--- src/ets_pkg.sv ---
// Constants and types shared by the error and thermal signalling block.
package ets_pkg;
  localparam int unsigned ETS_CLK_HZ = 125000000;
  localparam int unsigned ETS_MCE_PULSE_CYC = 16;
  localparam logic [4:0] ETS_MCE_CNT_RST = 5'h00;
  localparam logic [7:0] ETS_TRIP_DEG_C = 8'h82;
  localparam logic [7:0] ETS_TEMP_RST = 8'h00;
  localparam int unsigned ETS_PWR_SYNC_STAGES = 2;

  typedef enum logic [1:0] {
    ETS_ERR_IDLE = 2'b00,
    ETS_ERR_PULSE = 2'b01,
    ETS_ERR_HOLD = 2'b10
  } ets_err_state_t;
endpackage

--- src/ets_sync.sv ---
// Two-stage synchroniser for asynchronous level inputs.
module ets_sync
  import ets_pkg::*;
#(
  parameter logic RST_VAL = 1'b0
) (
  input wire logic clk_sys,
  input wire logic rstn,
  input wire logic d_async,
  output logic q_sync
);
  logic meta_r;

  always_ff @(posedge clk_sys or negedge rstn) begin
    if (!rstn) begin
      meta_r <= RST_VAL;
      q_sync <= RST_VAL;
    end else begin
      meta_r <= d_async;
      q_sync <= meta_r;
    end
  end
endmodule

--- src/ets_top.sv ---
// Error and thermal signalling toward platform logic.
module ets_top
  import ets_pkg::*;
#(
  parameter int unsigned TEMP_W = 8,
  parameter logic [TEMP_W-1:0] TRIP_DEG = TEMP_W'(ETS_TRIP_DEG_C)
) (
  input wire logic clk_sys,
  input wire logic rstn,
  input wire logic warm_rst,
  input wire logic power_stable,
  input wire logic machine_check_error,
  input wire logic internal_error,
  input wire logic [TEMP_W-1:0] junction_temp,
  input wire logic temp_at_max,
  input wire logic throttle_enable,
  input wire logic overtemp_n_in,
  output logic fatal_error_n,
  output logic overtemp_n_out,
  output logic overtemp_n_oe_n,
  output logic thermal_throttle_circuit,
  output logic thermal_shutdown_n,
  output logic exec_halt
);
  logic pwr_ok;
  logic ext_hot_n;
  logic run;
  ets_err_state_t err_state_r;
  ets_err_state_t err_state_nxt;
  logic [4:0] pulse_cnt_r;
  logic hot_r;
  logic trip_r;

  // Power stable is asynchronous, so it is synchronised before use.
  ets_sync #(.RST_VAL(1'b0)) u_pwr_sync (
    .clk_sys(clk_sys),
    .rstn(rstn),
    .d_async(power_stable),
    .q_sync(pwr_ok)
  );

  // The overtemp line is shared, so its level is synchronised like a pin.
  ets_sync #(.RST_VAL(1'b1)) u_hot_sync (
    .clk_sys(clk_sys),
    .rstn(rstn),
    .d_async(overtemp_n_in),
    .q_sync(ext_hot_n)
  );

  // Warm reset clears error state just like the power-down hold.
  assign run = pwr_ok && !warm_rst;

  always_comb begin
    err_state_nxt = err_state_r;
    case (err_state_r)
      ETS_ERR_IDLE: begin
        if (internal_error) begin
          err_state_nxt = ETS_ERR_HOLD;
        end else if (machine_check_error) begin
          err_state_nxt = ETS_ERR_PULSE;
        end
      end
      ETS_ERR_PULSE: begin
        if (internal_error) begin
          err_state_nxt = ETS_ERR_HOLD;
        end else if (pulse_cnt_r == 5'(ETS_MCE_PULSE_CYC - 1)) begin
          err_state_nxt = ETS_ERR_IDLE;
        end
      end
      ETS_ERR_HOLD: begin
        err_state_nxt = ETS_ERR_HOLD;
      end
      default: begin
        err_state_nxt = ETS_ERR_IDLE;
      end
    endcase
  end

  always_ff @(posedge clk_sys or negedge rstn) begin
    if (!rstn) begin
      err_state_r <= ETS_ERR_IDLE;
    end else if (!run) begin
      err_state_r <= ETS_ERR_IDLE;
    end else begin
      err_state_r <= err_state_nxt;
    end
  end

  // A machine check during an active pulse does not restart it.
  always_ff @(posedge clk_sys or negedge rstn) begin
    if (!rstn) begin
      pulse_cnt_r <= ETS_MCE_CNT_RST;
    end else if (!run || err_state_r != ETS_ERR_PULSE) begin
      pulse_cnt_r <= ETS_MCE_CNT_RST;
    end else begin
      pulse_cnt_r <= pulse_cnt_r + 5'h01;
    end
  end

  always_ff @(posedge clk_sys or negedge rstn) begin
    if (!rstn) begin
      fatal_error_n <= 1'b1;
    end else if (!run) begin
      fatal_error_n <= 1'b1;
    end else begin
      fatal_error_n <= !(err_state_nxt != ETS_ERR_IDLE);
    end
  end

  // Overtemp only reports when throttling is enabled and engaged.
  always_ff @(posedge clk_sys or negedge rstn) begin
    if (!rstn) begin
      hot_r <= 1'b0;
    end else if (!pwr_ok) begin
      hot_r <= 1'b0;
    end else begin
      hot_r <= temp_at_max && throttle_enable;
    end
  end

  // Open-drain: enable low drives the line low, otherwise released.
  assign overtemp_n_out = 1'b0;
  assign overtemp_n_oe_n = !hot_r;

  always_ff @(posedge clk_sys or negedge rstn) begin
    if (!rstn) begin
      thermal_throttle_circuit <= 1'b0;
    end else if (!pwr_ok) begin
      thermal_throttle_circuit <= 1'b0;
    end else begin
      thermal_throttle_circuit <= hot_r || !ext_hot_n;
    end
  end

  // The trip latches until power stable drops; cooling alone must not restart.
  always_ff @(posedge clk_sys or negedge rstn) begin
    if (!rstn) begin
      trip_r <= 1'b0;
    end else if (!pwr_ok) begin
      trip_r <= 1'b0;
    end else if (junction_temp > TRIP_DEG) begin
      trip_r <= 1'b1;
    end
  end

  assign thermal_shutdown_n = !trip_r;
  assign exec_halt = trip_r;
endmodule

--- config.mk ---
export PLATFORM = sky130hd
export DESIGN_NAME = ets_top
export DESIGN_NICKNAME = d
export VERILOG_FILES = /design/src/ets_pkg.sv /design/src/ets_sync.sv /design/src/ets_top.sv
export SDC_FILE = /design/constraint.sdc
export NUM_CORES = 1
export LEC_CHECK = 0
export BUFFER_PORTS_ARGS = -buffer_cell sky130_fd_sc_hd__buf_2
export CORE_MARGIN = 3
export CORE_UTILIZATION = 44
export CTS_CLUSTER_SIZE = 40
export DETAILED_ROUTE_END_ITERATION = 7
export GPL_TIMING_DRIVEN = 0
export PLACE_DENSITY = 0.7
export SYNTH_ARGS = -nofsm -noshare
export SYNTH_HDL_FRONTEND = slang
export SYNTH_SLANG_ARGS = --single-unit
--- constraint.sdc ---
create_clock -name clk_sys -period 1.6 [get_ports clk_sys]
set_clock_uncertainty 0.15 [all_clocks]
set_input_delay 0.32 -clock clk_sys [delete_from_list [all_inputs] [get_ports clk_sys]]
set_output_delay 0.32 -clock clk_sys [all_outputs]
set_load 0.02 [all_outputs]
==> key figures <==
STA
  – Setup violations, final: 0
  – Hold Vio Cnt, Final: 0
  – Slew Limit Fails: 0
  – Unrepaired setup endpoints after global routing: true
  – Fin crit share: 95.0%
  – Peak Freq: 0.658 GHz
  – Final min period: 1.52 ns
  – Setup WS post-layout: 0.0796 ns

Route
  – Wirelength per Cell: 11.0 um
  – Vias/cell: 4.70
  – Antenna-violating nets left: 0
  – Iter 0 DRT Violations: 4
  – Drt pass-1 iters: 2
  – Total number of vias: 423
  – # DRC: 0
  – WL final: 993 um

Cells and area
  – Share of cells above drive strength 1: 44.7%
  – Area occupied by multi-input gates: 196 um^2
  – Final-stage net count: 96
  – Layout fillers: 100
  – Sequential Area: 379 um^2
  – Synth-to-Final Area Change: 35.5%
  – # diodes: 0

Synthesis
  – Register area share after synthesis: 65.2%
  – Ys flop type: dfrtp_1
  – Syn nets: 66
  – Synthesis Warnings: 0
  – Register bit count reported by yosys: 15
  – Post-synthesis cell count: 47
  – Post-synthesis cell type count: 22
  – Yosys top cell area share: 51.6%
  – Async SR Flop Fraction: 100%
  – Post-synth EDFFs: 0
  – Count leader, synth: dfrtp_1
  – Area contributors post-synth: dfrtp_1, dfstp_2, ha_1, inv_1, nor2_1
  – Avg Inst Size Synth: 12.4 um^2
  – Post-synth top area cell: dfrtp_1
  – Top post-synthesis cells by count: dfrtp_1, inv_1, nor2_1
  – Synthesized cell area: 582 um^2

Place
  – Post-DP HPWL: 723 um
  – Place WS: 0.124 ns
  – Gpl congestion: 0.649
  – IO buf count: 21

Setup path
  – Crit path DAT: 1.55 ns
  – CP endpoint kind: flip-flop
  – Type of origin of the critical path: flip-flop
  – RR Startpoint: pulse_cnt_r[0]
  – Buf+Inv Stages, Crit Path: 1
  – Kind of critical path: flip-flop to flip-flop
  – CP max FO: 3
  – Top delay family on crit path: simple AND/OR/NAND/NOR gates
  – Crit path required time: 1.63 ns
  – Cell Chain, Critical Path: ha_2 -> and3_4 -> ha_4 -> inv_2 -> mux2i_1 -> nor4_1
  – Crit path from: pulse_cnt_r[0]
  – Crit path max-delay cell type: dfrtp_1
  – CP max stage delay: 0.41 ns

Flow run
  – Max Cap Viol: 0

Power
  – Internal power: 525 uW
  – Combinational share of power: 10.2%
  – Pwr dens: 854 mW/mm^2
  – Leak pwr: 0.000380 uW
  – Switching Fraction: 22.1%
  – Sequential share of power: 59.5%
  – Maximum VDD drop: 0.537 mV
  – Clock power frac: 30.3%
  – Overall power: 673 uW
  – Sw power: 149 uW

Clocking
  – TritonCTS clock tree: done
  – Clk root buf: clkbuf_4
  – CTS max path bufs: 2
  – CTS Sinks: 15
  – Clk slew on worst S/H paths: 0.08 ns
  – Number of buffers created by CTS: 3
  – H-tree Lvls: 1
  – Worst skew pair latency: 0.27 ns

Run status
  – Status: complete, no violations

Floorplan
  – # IOs: 23
  – DIE AREA: 0.00179 mm^2
  – Die Ht: 42.4 um
  – Starting density of the core: 49.7%
  – Rows: 12
  – Die Wd: 42.4 um
  – Core outline area: 0.00117 mm^2

GRT
  – Number of global-route vias before repair: 389
  – Initial antenna violation count: 0
  – Largest net degree at the start of global routing: 16
  – Tot GR Track Use: 12.2%
  – First-pass GRT wire length: 1600 um
  – Grt total ovfl: 0

Worst hold path
  – Hold Path Origin: internal_error
  – Hold WC Path Type: input pin to flip-flop
==> cells by family after synthesis <==
kind of cell	synth area share (%)
buffers and inverters	4.52
adders and majority gates	4.30
AOI/OAI and AO/OA	9.46
xor gates and xnor gates	3.01
muxes	1.72
other	0.645
DFF	65.2
and+or+nand+nor	11.2
==> area by class of cell <==
cell class              count  area share [%]
well taps                  14            2.22
repair buffers             25            18.1
inverters                   5            2.38
clock buffers               4            3.33
multi-input cells          26            24.9
flip-flops and latches     15            48.1
plain buffers               1           0.952
==> sequential cells by signal, indices dropped and copies added, names as in the netlist <==
signal,flops
exec_halt,1
u_pwr_sync.meta_r,1
fatal_error_n,1
u_pwr_sync.q_sync,1
u_hot_sync.meta_r,1
hot_r,1
pulse_cnt_r,5
u_hot_sync.q_sync,1
thermal_throttle_circuit,1
err_state_r,2
==> power groups by stage <==
stage	clock (uW)	sequential [uW]	combinational (uW)
after detailed placement	0	408	63.8
after global placement	0	408	62.5
final	204	401	68.6
after CTS	212	401	69.6
after floorplan	0	414	21.2
after global routing	234	403	76.2
==> final timing paths <==
kind	to	slack [ns]	cells past startpoint
worst min-delay path	err_state_r[0]	0.07	2
worst max register to register	err_state_r[0]	0.08	6
max in group asynchronous	u_hot_sync.q_sync	0.69	2
min in group asynchronous	err_state_r[0]	0.31	2
worst min register to register	u_pwr_sync.q_sync	0.21	0
worst max-delay path	err_state_r[0]	0.08	6
==> per-layer routing <==
layer / vias up / routed length [um] / part of all wire (%) / global-route usage (%)
met1: 191 / 419 / 42 / 14.7
met2: 19 / 481 / 48 / 18.5
met5: - / 0 / 0 / 0
met4: 0 / 0 / 0 / 7.45
li1: 213 / - / - / -
met3: 0 / 92 / 9.3 / 4.29
==> cells in the final DEF (no fill, tap or decap) <==
master / n
a211o_1: 1
o21a_1: 1
a21oi_1: 2
conb_1: 1
nand3_1: 1
ha_2: 1
buf_2: 21
a21boi_0: 2
o41ai_1: 1
ha_4: 1
inv_2: 1
o21ai_0: 1
buf_4: 2
or3b_4: 1
dfstp_2: 3
clkbuf_1: 1
clkbuf_4: 3
and3_4: 1
mux2i_1: 1
nand2b_1: 1
nor3_1: 1
xor2_1: 1
nor2_1: 5
dlygate4sd3_1: 3
xnor2_1: 1
nor4_1: 1
dfrtp_1: 12
inv_1: 4
and3_1: 1
==> what timing repair did <==
action	CTS	global route
gates resized for setup	0	5
hold buffers	3	0
hold endpoints to repair	14	0
buffers inserted	0	1
endpoints found under the setup margin	0	1
==> per-stage QoR <==
| stage | setup TNS, ns | hold slack, ns | instances | instance area [um^2] | utilization [%] |
|---|---|---|---|---|---|
| finish | 0 | 0.0736 | 90 | 788 | 67.3 |
| global route | -0.0273 | 0.0569 | 90 | 788 | 67.3 |
| CTS | 0 | 0.0688 | 89 | 761 | 65.0 |
| detailed placement | 0 | 0.0858 | 82 | 704 | 60.1 |
| global placement | 0 | 0.0848 | 82 | 704 | 60.1 |
| floorplan | 0 | -0.126 | 47 | 582 | - |
Power figures use the tool's default switching activity.
